[config.mk]
export PLATFORM = sky130hd
export DESIGN_NAME = aic_regs
export DESIGN_NICKNAME = d
export VERILOG_FILES = /design/src/rtl/aic_pkg.sv /design/src/rtl/aic_regs.sv
export VERILOG_INCLUDE_DIRS = /design/src /design/src/rtl
export SDC_FILE = /design/constraint.sdc
export NUM_CORES = 1
export LEC_CHECK = 0
export BUFFER_PORTS_ARGS = -buffer_cell sky130_fd_sc_hd__clkbuf_2
export CAP_MARGIN = 15
export CORE_MARGIN = 5
export CORE_UTILIZATION = 30
export DETAILED_ROUTE_END_ITERATION = 16
export HOLD_SLACK_MARGIN = 0.12
export PLACE_DENSITY = 0.53
export SLEW_MARGIN = 0
export SYNTH_ARGS = -nofsm -noshare
export SYNTH_HDL_FRONTEND = slang
export SYNTH_SLANG_ARGS = --single-unit
[constraint.sdc]
create_clock -name sys_clk -period 3.35 [get_ports sys_clk]
set_clock_uncertainty 0.2 [all_clocks]
set_input_delay 0.1675 -clock sys_clk [delete_from_list [all_inputs] [get_ports sys_clk]]
set_output_delay 0.1675 -clock sys_clk [all_outputs]
set_load 0.005 [all_outputs]
[src/rtl/aic_map.svh]
`ifndef AIC_MAP_SVH
`define AIC_MAP_SVH
`define AIC_SUB_VERSION 8'h00
`define AIC_SUB_DELAY 8'h01
`define AIC_SUB_INPUT 8'h02
`define AIC_BIT_WP_DIS 6
`define AIC_DELAY_RST 7'h07
`define AIC_APPLIED_RST 4'h7
`define AIC_INPUT_RST 8'h00
`define AIC_DELAY_HOLD 4'hf
`endif

[src/rtl/aic_pkg.sv]
package aic_pkg;
    // Broad class of input routing
    typedef enum logic [2:0] {
        AIC_CVBS, AIC_YC_PROG, AIC_YC_FOLLOW, AIC_COMPONENT, AIC_RGB, AIC_RESERVED
    } aic_route_t;
endpackage

[src/rtl/aic_regs.sv]
`timescale 1ns/1ps
`include "aic_map.svh"
module aic_regs (
    sys_clk,
    rst_b,
    wr_en,
    rd_en,
    sub_addr,
    wr_data,
    rd_data,
    white_peak_active,
    gain_step,
    adc_align_delay,
    delay_update,
    amp_enable,
    aaf_enable,
    input_mode,
    route_class,
    luma_agc,
    chroma_gain_prog
);
    import aic_pkg::*;

    // Arbitrary chip version value; any nibble will do
    parameter logic [3:0] CHIP_VERSION = 4'h1;

    // Clock and reset pins
    input wire logic sys_clk; // System clock, 250 MHz
    input wire logic rst_b; // Reset pin, active low, asynchronous

    // Control bus side, already in the sys_clk domain
    input wire logic wr_en; // One-cycle write strobe
    input wire logic rd_en; // One-cycle read strobe
    input wire logic [7:0] sub_addr; // Register subaddress
    input wire logic [7:0] wr_data; // Byte to be written

    // Read data, held until the next read
    output logic [7:0] rd_data;

    // Steering towards the luma processing path
    output logic white_peak_active; // Attenuate above nominal white
    output logic [1:0] gain_step; // Gain update step size code
    output logic [3:0] adc_align_delay; // Delay actually applied
    output logic delay_update; // High when the delay code loads

    // Steering towards the analog front end
    output logic amp_enable; // Input amplifier in use
    output logic aaf_enable; // Anti-alias filter in use
    output logic [5:0] input_mode; // Raw input routing code
    output aic_pkg::aic_route_t route_class; // Broad routing class
    output logic luma_agc; // Automatic gain on luma or sync
    output logic chroma_gain_prog; // Chroma gain from its own bits

    // Reset release synchroniser; only the second stage is used
    logic rst_s1_q;
    logic rst_s2_q;

    // Stored register contents
    logic [6:0] delay_q; // Subaddress 01, bit 7 not kept
    logic [7:0] input_q; // Subaddress 02, all eight bits

    // Delay in use; survives a hold code
    logic [3:0] applied_q;

    // Subaddress match, shared by the write and read decoders
    function automatic logic sub_hit(input logic [7:0] addr, input logic [7:0] code);
        sub_hit = (addr == code);
    endfunction

    // Classify a mode code into its routing family
    function automatic aic_route_t classify(input logic [5:0] m);
        // First composite group
        if (m <= 6'h05) begin
            classify = AIC_CVBS;
        // Luma-chroma pairs with chroma gain from its own bits
        end else if (m == 6'h06 || m == 6'h07 || m == 6'h0a || m == 6'h0b) begin
            classify = AIC_YC_PROG;
        // Remaining pairs below 0e follow the luma gain
        end else if (m <= 6'h0d) begin
            classify = AIC_YC_FOLLOW;
        // Second and third composite groups
        end else if (m <= 6'h15 || m == 6'h1e || m == 6'h1f) begin
            classify = AIC_CVBS;
        // Upper luma-chroma pairs; bit 1 picks own chroma gain
        end else if (m <= 6'h1d) begin
            classify = m[1] ? AIC_YC_PROG : AIC_YC_FOLLOW;
        // Component inputs with separate sync channel
        end else if (m == 6'h20 || m == 6'h21 || m == 6'h2e || m == 6'h2f) begin
            classify = AIC_COMPONENT;
        // Whole upper quarter taken as RGB
        end else if (m[5:4] == 2'b11) begin
            classify = AIC_RGB;
        // Gap between component codes stays unused
        end else begin
            classify = AIC_RESERVED;
        end
    endfunction

    // Release reset through two flops
    // Assertion stays asynchronous, release is clean to sys_clk
    always_ff @(posedge sys_clk or negedge rst_b) begin
        if (!rst_b) begin
            // Both stages clear at once
            rst_s1_q <= 1'b0;
            rst_s2_q <= 1'b0;
        end else begin
            // Shift a one through
            rst_s1_q <= 1'b1;
            rst_s2_q <= rst_s1_q;
        end
    end

    // Writes to subaddress 01
    // Bit 7 has no meaning here, so it is dropped, not stored
    always_ff @(posedge sys_clk or negedge rst_s2_q) begin
        if (!rst_s2_q) begin
            // Recommended delay, white peak control on
            delay_q <= `AIC_DELAY_RST;
        end else if (wr_en && sub_hit(sub_addr, `AIC_SUB_DELAY)) begin
            // Store the low seven bits
            delay_q <= wr_data[6:0];
        end
    end

    // Writes to subaddress 02
    always_ff @(posedge sys_clk or negedge rst_s2_q) begin
        if (!rst_s2_q) begin
            // Bypassed front end, first composite input
            input_q <= `AIC_INPUT_RST;
        end else if (wr_en && sub_hit(sub_addr, `AIC_SUB_INPUT)) begin
            // Whole byte is meaningful
            input_q <= wr_data;
        end
    end

    // Applied delay follows the stored code one cycle later
    // Code 1111 keeps the previous delay rather than loading it,
    // so software can touch the other bits without a delay glitch
    always_ff @(posedge sys_clk or negedge rst_s2_q) begin
        if (!rst_s2_q) begin
            // Same as the stored reset code
            applied_q <= `AIC_APPLIED_RST;
        end else if (delay_q[3:0] != `AIC_DELAY_HOLD) begin
            // Load any code but the hold code
            applied_q <= delay_q[3:0];
        end
    end

    // Read mux, registered
    // Data stands until the next read strobe
    always_ff @(posedge sys_clk or negedge rst_s2_q) begin
        if (!rst_s2_q) begin
            // Quiet bus after reset
            rd_data <= 8'h00;
        end else if (rd_en) begin
            // Version in the upper nibble, lower nibble zero
            if (sub_hit(sub_addr, `AIC_SUB_VERSION)) begin
                rd_data <= {CHIP_VERSION, 4'h0};
            // Unused bit 7 reads as zero
            end else if (sub_hit(sub_addr, `AIC_SUB_DELAY)) begin
                rd_data <= {1'b0, delay_q};
            // Full byte back
            end else if (sub_hit(sub_addr, `AIC_SUB_INPUT)) begin
                rd_data <= input_q;
            // Subaddresses outside this bank
            end else begin
                rd_data <= 8'h00;
            end
        end
    end

    // Steering outputs derived from stored fields
    // Combinational on purpose: all but adc_align_delay change the cycle after a write
    always_comb begin
        // Luma path controls
        white_peak_active = !delay_q[`AIC_BIT_WP_DIS];
        gain_step = delay_q[5:4];
        adc_align_delay = applied_q;
        delay_update = (delay_q[3:0] != `AIC_DELAY_HOLD);
        // Function select: 00 and 01 both bypass
        amp_enable = input_q[7];
        aaf_enable = input_q[7] & input_q[6];
        // Routing
        input_mode = input_q[5:0];
        route_class = classify(input_q[5:0]);
        // Every defined mode runs some automatic gain
        luma_agc = (route_class != AIC_RESERVED);
        chroma_gain_prog = (route_class == AIC_YC_PROG);
    end
endmodule

[Word level (Yosys, flattened, before mapping)]
Cells that the tools add are included.
Cells by class
  magnitude comparators: 4
  equality and inequality tests: 16
  multiplexer cells: 11
  bitwise logic cells: 1
  reductions and logical operators: 12
Operator list (count)
  $eq 6x6->1 const B: 4
  $mux 8: 3
  $mux 3: 6
  $eq 6x3->1 const B: 2
  $eq 6x4->1 const B: 2
  $eq 6x5->1 const B: 2
  $le 6x5->1 const B: 2
  $eq 8x1->1 const B: 1
  $eq 8x2->1 const B: 1
  $logic_not 8->1: 1
  $logic_or 1x1->1: 8
  $le 6x3->1 const B: 1
  $le 6x4->1 const B: 1
  $ne 4x4->1 const B: 1
  $eq 3x1->1 const B: 1
  $ne 3x3->1 const B: 1
  $eq 2x2->1 const B: 1
  $logic_and 1x1->1: 2
  $mux 2: 1
  $and 1x1->1: 1
  $logic_not 1->1: 1
  $mux 1: 1
Word-level totals
  register bits: 29
  input bits: 20
  output and inout port bits: 29

[Logic depth before layout (Yosys ltp)]
Gate-level depths: netlist (run 1).
  word-level depth: 11
  depth in mapped cells: 4
  gate-level depth less buffers: 3

[Worst setup path before layout (run 1)]
Ideal clock, no wire load.
  path type: input to register
  start: in sub_addr[7]
  end: reg input_q[0]
  setup time: 0.125 ns
  arrival time: 1.077 ns
  data required time: 3.025 ns
  setup slack: 1.948 ns
  stages: 3
  buffers on the path: 0
  path through: nor4_4 nand4_2 mux2_2
Between the ends
  longest elaborated chain between the ends: 2
Ends and longest elaborated chain
  start, declared: line aic_regs.sv:34  | input wire logic [7:0] sub_addr;
  $eq 8x2->1: line aic_regs.sv:67  | sub_hit = (addr == code);
  $logic_and 1x1->1: line aic_regs.sv:130  | end else if (wr_en && sub_hit(sub_addr, `AIC_SUB_INPUT)) begin
  end signal, assigned: line aic_regs.sv:129  | input_q <= `AIC_INPUT_RST;
  end signal, assigned: line aic_regs.sv:132  | input_q <= wr_data;
  end, declared: line aic_regs.sv:60  | logic [7:0] input_q;
Every way passes these cells.
A chain may end at the register's enable or synchronous reset.

[Worst setup path after layout (run 1)]
  start: in sub_addr[0]
  end: reg input_q[0]
The elaborated chain is that of the path after synthesis.

==> results.md, run 1 <==
* Post-cts sizing count at 0
* Final Hold Violating Endpoints at 0
* Crit path DAT at 2.06 ns
* DIE WIDTH at 77.0 µm
* Worst setup EP type: register
* Root Driver: clkbuf_8
* Clock sink total at 29
* Clock Path Buffers at 2
* Grt total ovfl at 0
* Share of layout cells above drive strength 1 at 46.0%
* Asr flop ratio synth at 100%
* Die Y at 77.0 µm
* Commonest non-fill, non-tap cell in the layout: clkbuf_2
* I/O pin count at 49
* Ys flop type: dfrtp_1
* Status: complete, no violations
* CTS clk-pin slew, worst paths at 0.06 ns
* Core ar. at 4350 µm²
* RSZ-0062 raised after global routing: false
* Initial antenna violation count at 0
* Seq/Total Area, Yosys at 54.4%
* H-tree depth at 2
* Mean routed wirelength per cell at 13.7 µm
* Avg Vias per Cell at 4.53
* Startpoint Class: input port
* Worst EP required at 3.31 ns
* Mapped Area at 1350 µm²
* R2R setup slack at 1.74 ns
* Critical Path Slowest Stage Cell: dlygate4sd3_1
* Final GP Congestion at 0.727
* Delay-heaviest family, CP: simple AND/OR/NAND/NOR gates
* Post-DRT Antenna Nets at 0
* Setup TNS at 0 ns
* Worst Tran Pin Value at 0.616 ns
* Tcrit/Tclk final at 62.7%
* Worst path max stage delay at 0.54 ns
* Tmin final at 2.10 ns
* DRC viols at 0
* Sw Ratio at 22.4%
* Cell Int Power at 0.573 mW
* Row count at 24
* All-Layer GR Usage at 10.8%
* Logic pwr share at 10.0%
* CTS Buf Count at 5
* Max Clock Freq at 0.476 GHz
* Most frequent cells in the layout: 48 x clkbuf_2, 23 x dfrtp_1, 15 x mux2_2
* Seq cells post-synth at 29
* Peak VDD IR at 0.220 mV
* Total detailed-routing wirelength at 3090 µm
* Max Cap Viol at 0
* First-pass GRT wire length at 5240 µm
* Clk_lat worst skew at 0.27 ns
* Distinct cells, synth at 31
* Psw at 0.166 mW
* Largest net degree at the start of global routing at 28
* Nets at 193
* Synth Instances at 114
* Post-DP HPWL at 2310 µm
* Post-synth EDFFs at 0
* Slew margin rel. at 58.8%
* DR pass1 iterations at 4
* Vias at 1023
* Syn Area/Cell at 11.8 µm²
* Synthesized Nets at 134
* Static leakage at 0.901 nW
* Seq pwr share at 51.4%
* Final instance area at 1820 µm²
* PwrDens at 405 nW/µm²
* Die ar. at 5930 µm²
* Ys Warns at 0
* Initial Util at 30.9%
* # diodes at 0
* 1st-iter DRT viols at 45
* Area post-placement at 1580 µm²
* Hold Crit Class: input port to register
* Filler cell count at 419
* Final setup viols at 0
* Area Overhead vs Synth at 35.4%
* WP buf/inv at 2
* Critical Path, Cell by Cell: dlygate4sd3_1, clkbuf_2, nor2b_1, nand4_2, mux2_2
* Critical path type: input port to register
* Clk pwr share at 38.6%
* PortBufs at 48
* Critical path fanouts, max at 8
* CTS tree: done
* Slew Viols, Final at 0
* Vias in the first global route at 1111
[synthesized netlist by cell type (all sizes together), types with 2 or more instances]
library cell	instances	share of area [%]
nand4	3	2.3
dfstp	6	12
dfrtp	23	43
o31a	2	1.3
nand2	11	3.3
o31ai	6	3.3
nor3b	3	1.7
nand2b	2	0.93
buf	10	5.2
mux2	15	13
a22oi	6	3.3
nor2	6	1.7
nor2b	2	0.93
inv	5	1.4
[power by group through the flow]
stage | clock network [mW] | registers, mW | logic (mW)
global placement | 0 | 0.390 | 0.0549
floorplan | 0 | 0.385 | 0.0342
global route | 0.311 | 0.383 | 0.0820
finish | 0.285 | 0.380 | 0.0735
CTS | 0.296 | 0.384 | 0.0676
detailed placement | 0 | 0.390 | 0.0562
[registers in the layout, summed over array words and instances, names as in the netlist]
register         count
rst_s1_q             1
rd_data              8
adc_align_delay      4
input_q              8
delay_q              7
rst_s2_q             1
[kinds of logic (layout without fill, tap and decap cells)]
group	count (synthesis)	after routing	share of synthesized area, %
compound gates	19	19	10.8
xor+xnor	1	1	0.650
mux	15	15	12.5
flops	29	29	54.4
simple gates	33	33	14.5
other cells	1	1	0.278
buf+inv	16	76	6.87
[through the flow]
stage	power [mW]	worst slack (ns)	hold WS, ns	std cells	utilization [%]
floorplan	0.419	1.95	-0.328	114	-
global placement	0.445	1.53	-0.246	203	36.3
detailed placement	0.446	1.49	-0.241	203	36.3
CTS	0.748	1.24	0.138	224	41.3
global route	0.776	1.18	0.159	226	41.9
finish	0.738	1.25	0.143	226	41.9
[final timing paths]
check | startpoint | end | cells after the start
worst max-delay path | sub_addr[0] | input_q[0] | 5
worst min-delay path | sub_addr[2] | rd_data[5] | 4
worst max register to register | input_q[4] | rd_data[4] | 3
worst min register to register | rst_s1_q | rst_s2_q | 0
max in group asynchronous | rst_s2_q | input_q[1] | 1
min in group asynchronous | rst_s2_q | input_q[7] | 1
[what timing repair did]
action	CTS	global route
endpoints found under the hold margin	19	7
setup buffers	0	0
hold buffers	13	1
[routing by layer]
| layer | track usage [%] | part of all wire, % |
|---|---|---|
| met1 | 12.3 | 42 |
| met2 | 17.9 | 48 |
| met3 | 5.39 | 9.2 |
| met4 | 2.58 | 0.61 |
| met5 | 0 | 0 |
[tightest hold or removal path: cells and delay by family]
kind                   cells  cell delay, ns
buffers and inverters      1            0.11
and+or+nand+nor            2            0.21
AOI/OAI and AO/OA          1            0.10
[cell type report]
class | instances | area [µm²] | share of cell area (%)
Clock buffer | 8 | 90.1 | 4.94
Timing Repair Buffer | 63 | 395 | 21.7
Sequential cell | 29 | 733 | 40.2
Inverter | 5 | 18.8 | 1.03
Tap cell | 52 | 65.1 | 3.57
Multi-Input combinational cell | 69 | 522 | 28.6
Power figures use the tool's default switching activity.
==> run 2, diff against run 1 <==
clock period = 2.1 ns   (was 3.35 ns; I/O delays follow)
==> run 2 against run 1 <==
Against the previous run: sequential share of layout area is 0.70 points lower; core utilization rose by 0.75 points; first-iteration DRC count decreased by 24%; critical path type unchanged; sequential power rose by 59%; die area is the same; combinational power is 70% higher.
==> results.md, run 2 (synthesis results as in run 1) <==
* Status: complete, no violations
* Tmin final at 1.92 ns
* Share of layout cells above drive strength 1 at 45.8% (-0.17 points)
* CTS tree: done
* Mean routed wirelength per cell at 14.4 µm (+4.9%)
* Total detailed-routing wirelength at 3320 µm (+7.2%)
* Root Driver: clkbuf_8
* 1st-iter DRT viols at 34 (-24%)
* Most frequent cells in the layout: 48 x clkbuf_2, 23 x dfrtp_1, 16 x dlygate4sd3_1
* Setup slack at placement at 0.443 ns (-1.04 ns)
* Final GP Congestion at 0.736 (+1.2%)
* RSZ-0062 raised after global routing: false
* Final WS setup at 0.184 ns (-1.07 ns)
* Post-DRT Antenna Nets at 0 (unchanged)
* Final instance area at 1860 µm² (+1.8%)
* Critical path type: input port to register
* Clock Path Buffers at 2 (unchanged)
* DR pass1 iterations at 4 (unchanged)
* PortBufs at 48 (unchanged)
* Area Overhead vs Synth at 37.8%
* First-pass GRT wire length at 5680 µm (+8.4%)
* Core ar. at 4350 µm² (unchanged)
* All-Layer GR Usage at 11.9% (+1.1 points)
* Static leakage at 0.918 nW (+1.9%)
* Avg Vias per Cell at 4.77 (+5.4%)
* I/O pin count at 49 (unchanged)
* Post-DP HPWL at 2450 µm (+6.0%)
* Peak VDD IR at 0.377 mV (+71%)
* Vias at 1102 (+7.7%)
* Setup TNS at 0 ns (unchanged)
* Biggest regs: input_q x8, rd_data x8, delay_q x7
* Max Clock Freq at 0.522 GHz
* Final Hold Violating Endpoints at 0 (unchanged)
* Clk_lat worst skew at 0.27 ns (about the same)
* Tcrit/Tclk final at 91.2%
* Die Y at 77.0 µm (unchanged)
* Critical path fanouts, max at 15 (+7)
* Area post-placement at 1600 µm² (+1.4%)
* CTS clk-pin slew, worst paths at 0.06 ns (about the same)
* Max Cap Viol at 0 (unchanged)
* Initial antenna violation count at 0 (unchanged)
* Final setup viols at 0 (unchanged)
* Hold Crit Class: input port to register
* Worst EP required at 2.11 ns (-1.20 ns)
* Clock sink total at 29 (unchanged)
* Setup Fix Bufs, Post-CTS at 0 (unchanged)
* Die ar. at 5930 µm² (unchanged)
* DRC viols at 0 (unchanged)
* Commonest non-fill, non-tap cell in the layout: clkbuf_2
* Nets at 198 (+2.6%)
* PwrDens at 616 nW/µm² (+52%)
* Vias in the first global route at 1172 (+5.5%)
* Slew Viols, Final at 0 (unchanged)
* Row count at 24 (unchanged)
* Startpoint Class: input port
* Largest net degree at the start of global routing at 28 (unchanged)
* # diodes at 0 (unchanged)
* Worst setup EP type: register
* DIE WIDTH at 77.0 µm (unchanged)
* Initial Util at 30.9% (unchanged)
* H-tree depth at 2 (unchanged)
* CTS Buf Count at 5 (unchanged)
* Crit path DAT at 1.93 ns (-0.13 ns)
* Grt total ovfl at 0 (unchanged)
[run 2: cell count changes in the layout (fill, tap and decap cells not counted)]
cell / change
nor2_1: -1
clkbuf_1: +1
buf_4: +3
clkbuf_8: -1
buf_8: -1
nor2_2: +1
dlygate4sd3_1: +2
dlymetal6s4s_1: +1
[run 2: through the flow]
stage               utilization (%)  std cells  hold slack (ns)  total power [mW]
global route                   42.6        231            0.165              1.21
CTS                            42.5        231            0.132              1.17
floorplan                         -        114           -0.391             0.669
detailed placement             36.8        206           -0.306             0.719
global placement               36.8        206           -0.309             0.715
finish                         42.6        231            0.125              1.14
[run 2: report_power, final]
group | leakage (nW) | switching [mW] | internal (mW)
Sequential | 0.376 | 0.0200 | 0.583
Clock | 0.0395 | 0.182 | 0.234
Combinational | 0.502 | 0.0581 | 0.0669
Total | 0.918 | 0.260 | 0.884
[run 2: area by class of cell]
class	count	area [µm²]
Clock buffer	8	80.1
Timing Repair Buffer	68	435
Sequential cell	29	733
Fill cell	429	2500
Tap cell	52	65.1
Multi-Input combinational cell	69	524
Inverter	5	18.8
[run 2: timing repair]
action,CTS,global route
hold buffers,17,0
hold endpoints to repair,46,0
endpoints found under the setup margin,0,6
resized for setup,0,2
[run 2: final timing paths]
path                            startpoint         end  slack, ns  cells past startpoint
worst max-delay path                 rd_en  rd_data[4]       0.18                      5
max in group asynchronous         rst_s2_q  delay_q[2]       0.83                      2
worst min-delay path                 wr_en  delay_q[4]       0.12                      3
worst min register to register    rst_s1_q    rst_s2_q       0.15                      0
worst max register to register  input_q[4]  rd_data[4]       0.52                      3
min in group asynchronous            rst_b    rst_s2_q       0.47                      3
[run 2: routing by layer]
| layer | part of all wire, % | vias to the layer above | GRT usage, % |
|---|---|---|---|
| met3 | 9.0 | 4 | 6.21 |
| li1 | - | 522 | - |
| met1 | 40 | 533 | 13.2 |
| met5 | 0 | - | 0 |
| met2 | 50 | 43 | 19.5 |
| met4 | 0.87 | 0 | 3.61 |
[run 2: critical path, stage by stage]
cell	delay, ns
dlygate4sd3_1	0.53
clkbuf_2	0.11
inv_1	0.21
o41ai_1	0.38
dlygate4sd3_1	0.58
==> run 3, diff against run 2 <==
clock period = 2.01 ns   (was 2.1 ns; I/O delays follow)
==> run 3 against run 2 <==
Against the previous run: critical path type unchanged; sequential power increased by 4.5%; die area unchanged; final area increased by 0.74%.
==> results.md, run 3 (synthesis results as in run 1) <==
* Clk_lat worst skew at 0.28 ns (about the same)
* CTS clk-pin slew, worst paths at 0.06 ns (about the same)
* CTS tree: done
* Grt total ovfl at 0 (unchanged)
* Vias at 1104 (+0.18%)
* Post-DP HPWL at 2430 µm (-0.85%)
* DIE WIDTH at 77.0 µm (unchanged)
* Reg2reg start: input_q[4]
* Max Cap Viol at 0 (unchanged)
* Final Hold Violating Endpoints at 0 (unchanged)
* Post-DRT Antenna Nets at 0 (unchanged)
* Worst EP required at 2.03 ns (-0.08 ns)
* Tcrit/Tclk final at 95.7%
* HP Start: wr_en
* Final instance area at 1870 µm² (+0.74%)
* Core ar. at 4350 µm² (unchanged)
* Share of layout cells above drive strength 1 at 47.8% (+1.9 points)
* Max Clock Freq at 0.520 GHz
* Nets at 197 (-0.51%)
* Vias in the first global route at 1146 (-2.2%)
* Hold Crit Class: input port to register
* PwrDens at 681 nW/µm² (+11%)
* Die Y at 77.0 µm (unchanged)
* Startpoint Class: input port
* # diodes at 0 (unchanged)
* Final setup viols at 0 (unchanged)
* Biggest regs: input_q x8, rd_data x8, delay_q x7
* Slew Viols, Final at 0 (unchanged)
* Largest net degree at the start of global routing at 28 (unchanged)
* Most frequent cells in the layout: 48 x clkbuf_2, 23 x dfrtp_1, 16 x dlygate4sd3_1
* Status: complete, no violations
* Critical path fanouts, max at 15 (unchanged)
* 1st-iter DRT viols at 14 (-59%)
* Filler cell count at 439 (+2.3%)
* Initial antenna violation count at 0 (unchanged)
* Setup Fix Bufs, Post-CTS at 0 (unchanged)
* Peak VDD IR at 0.383 mV (+1.5%)
* Static leakage at 0.932 nW (+1.5%)
* Die ar. at 5930 µm² (unchanged)
* Avg Vias per Cell at 4.80 (+0.62%)
* Crit. Startpoint: rd_en
* Mean routed wirelength per cell at 14.0 µm (-2.7%)
* First-pass GRT wire length at 5530 µm (-2.7%)
* I/O pin count at 49 (unchanged)
* Clock Path Buffers at 2 (unchanged)
* Tmin final at 1.92 ns
* Clock sink total at 29 (unchanged)
* PortBufs at 48 (unchanged)
* Initial Util at 30.9% (unchanged)
* DR pass1 iterations at 4 (unchanged)
* Final GP Congestion at 0.759 (+3.2%)
* Commonest non-fill, non-tap cell in the layout: clkbuf_2
* Area Overhead vs Synth at 38.8%
* DRC viols at 0 (unchanged)
* Root Driver: clkbuf_8
* Hold slack at 0.124 ns (-0.00109 ns)
* All-Layer GR Usage at 11.6% (-0.25 points)
* Worst setup EP type: register
* Critical path type: input port to register
* H-tree depth at 2 (unchanged)
* Crit path DAT at 1.94 ns (about the same)
* CTS Buf Count at 5 (unchanged)
* Total detailed-routing wirelength at 3210 µm (-3.1%)
* Area post-placement at 1600 µm² (unchanged)
* Row count at 24 (unchanged)
==> run 3: changes by cell type in the layout (fill, tap and decap cells not counted) <==
cell | previous run | this run
clkinv_2 | 0 | 1
o41ai_1 | 1 | 0
clkbuf_8 | 5 | 7
clkbuf_1 | 3 | 0
nor2_2 | 1 | 0
nor2_1 | 5 | 6
o41ai_2 | 0 | 1
dlymetal6s4s_1 | 1 | 0
==> run 3: through the flow <==
stage / worst slack, ns / setup TNS [ns] / total power [mW] / std cells / util, %
3_3_place_gp: 0.412 / 0 / 0.746 / 206 / 36.8
3_5_place_dp: 0.350 / 0 / 0.751 / 206 / 36.8
4_1_cts: 0.0823 / 0 / 1.29 / 230 / 42.8
2_1_floorplan: 0.675 / 0 / 0.699 / 114 / -
6_report: 0.0867 / 0 / 1.27 / 230 / 43.0
5_1_grt: -0.00364 / -0.00364 / 1.34 / 230 / 43.0
==> run 3: layout make-up <==
type	instances	area, µm²	area share [%]
clock inverters	1	5.00	0.268
inverters	5	18.8	1.00
multi-input cells	69	529	28.3
well taps	52	65.1	3.48
flip-flops and latches	29	733	39.2
repair buffers	67	423	22.6
clock buffers	7	96.3	5.15
==> run 3: worst paths after layout <==
path | slack (ns) | endpoint | depth (start not counted)
setup / recovery | 0.09 | rd_data[4] | 5
hold / removal | 0.12 | delay_q[6] | 3
setup reg to reg | 0.39 | rd_data[4] | 3
hold reg to reg | 0.15 | rst_s2_q | 0
max in group asynchronous | 0.74 | adc_align_delay[2] | 2
min in group asynchronous | 0.47 | rst_s1_q | 3
==> run 3: worst max-delay path: stages <==
cell           delay, ns
dlygate4sd3_1       0.53
clkbuf_2            0.11
inv_1               0.20
o41ai_2             0.41
dlygate4sd3_1       0.59
==> run 3: per-layer routing <==
| layer | share of wire [%] | vias up | track usage, % |
|---|---|---|---|
| met3 | 9.5 | 9 | 6.44 |
| met1 | 41 | 535 | 13.1 |
| met4 | 1.9 | 0 | 4.30 |
| li1 | - | 517 | - |
| met2 | 47 | 43 | 18.3 |
| met5 | 0 | - | 0 |
==> run 3: what timing repair did <==
item / in CTS / in global routing
setup endpoints to repair: 0 / 1
endpoints found under the hold margin: 46 / 0
gates resized for setup: 0 / 1
hold buffers: 16 / 0
==> run 3: where the power goes <==
part / leakage (nW) / total (mW) / internal, mW / switching [mW]
clock: 0.0542 / 0.516 / 0.308 / 0.208
combinational: 0.501 / 0.128 / 0.0683 / 0.0601
sequential: 0.376 / 0.630 / 0.609 / 0.0207
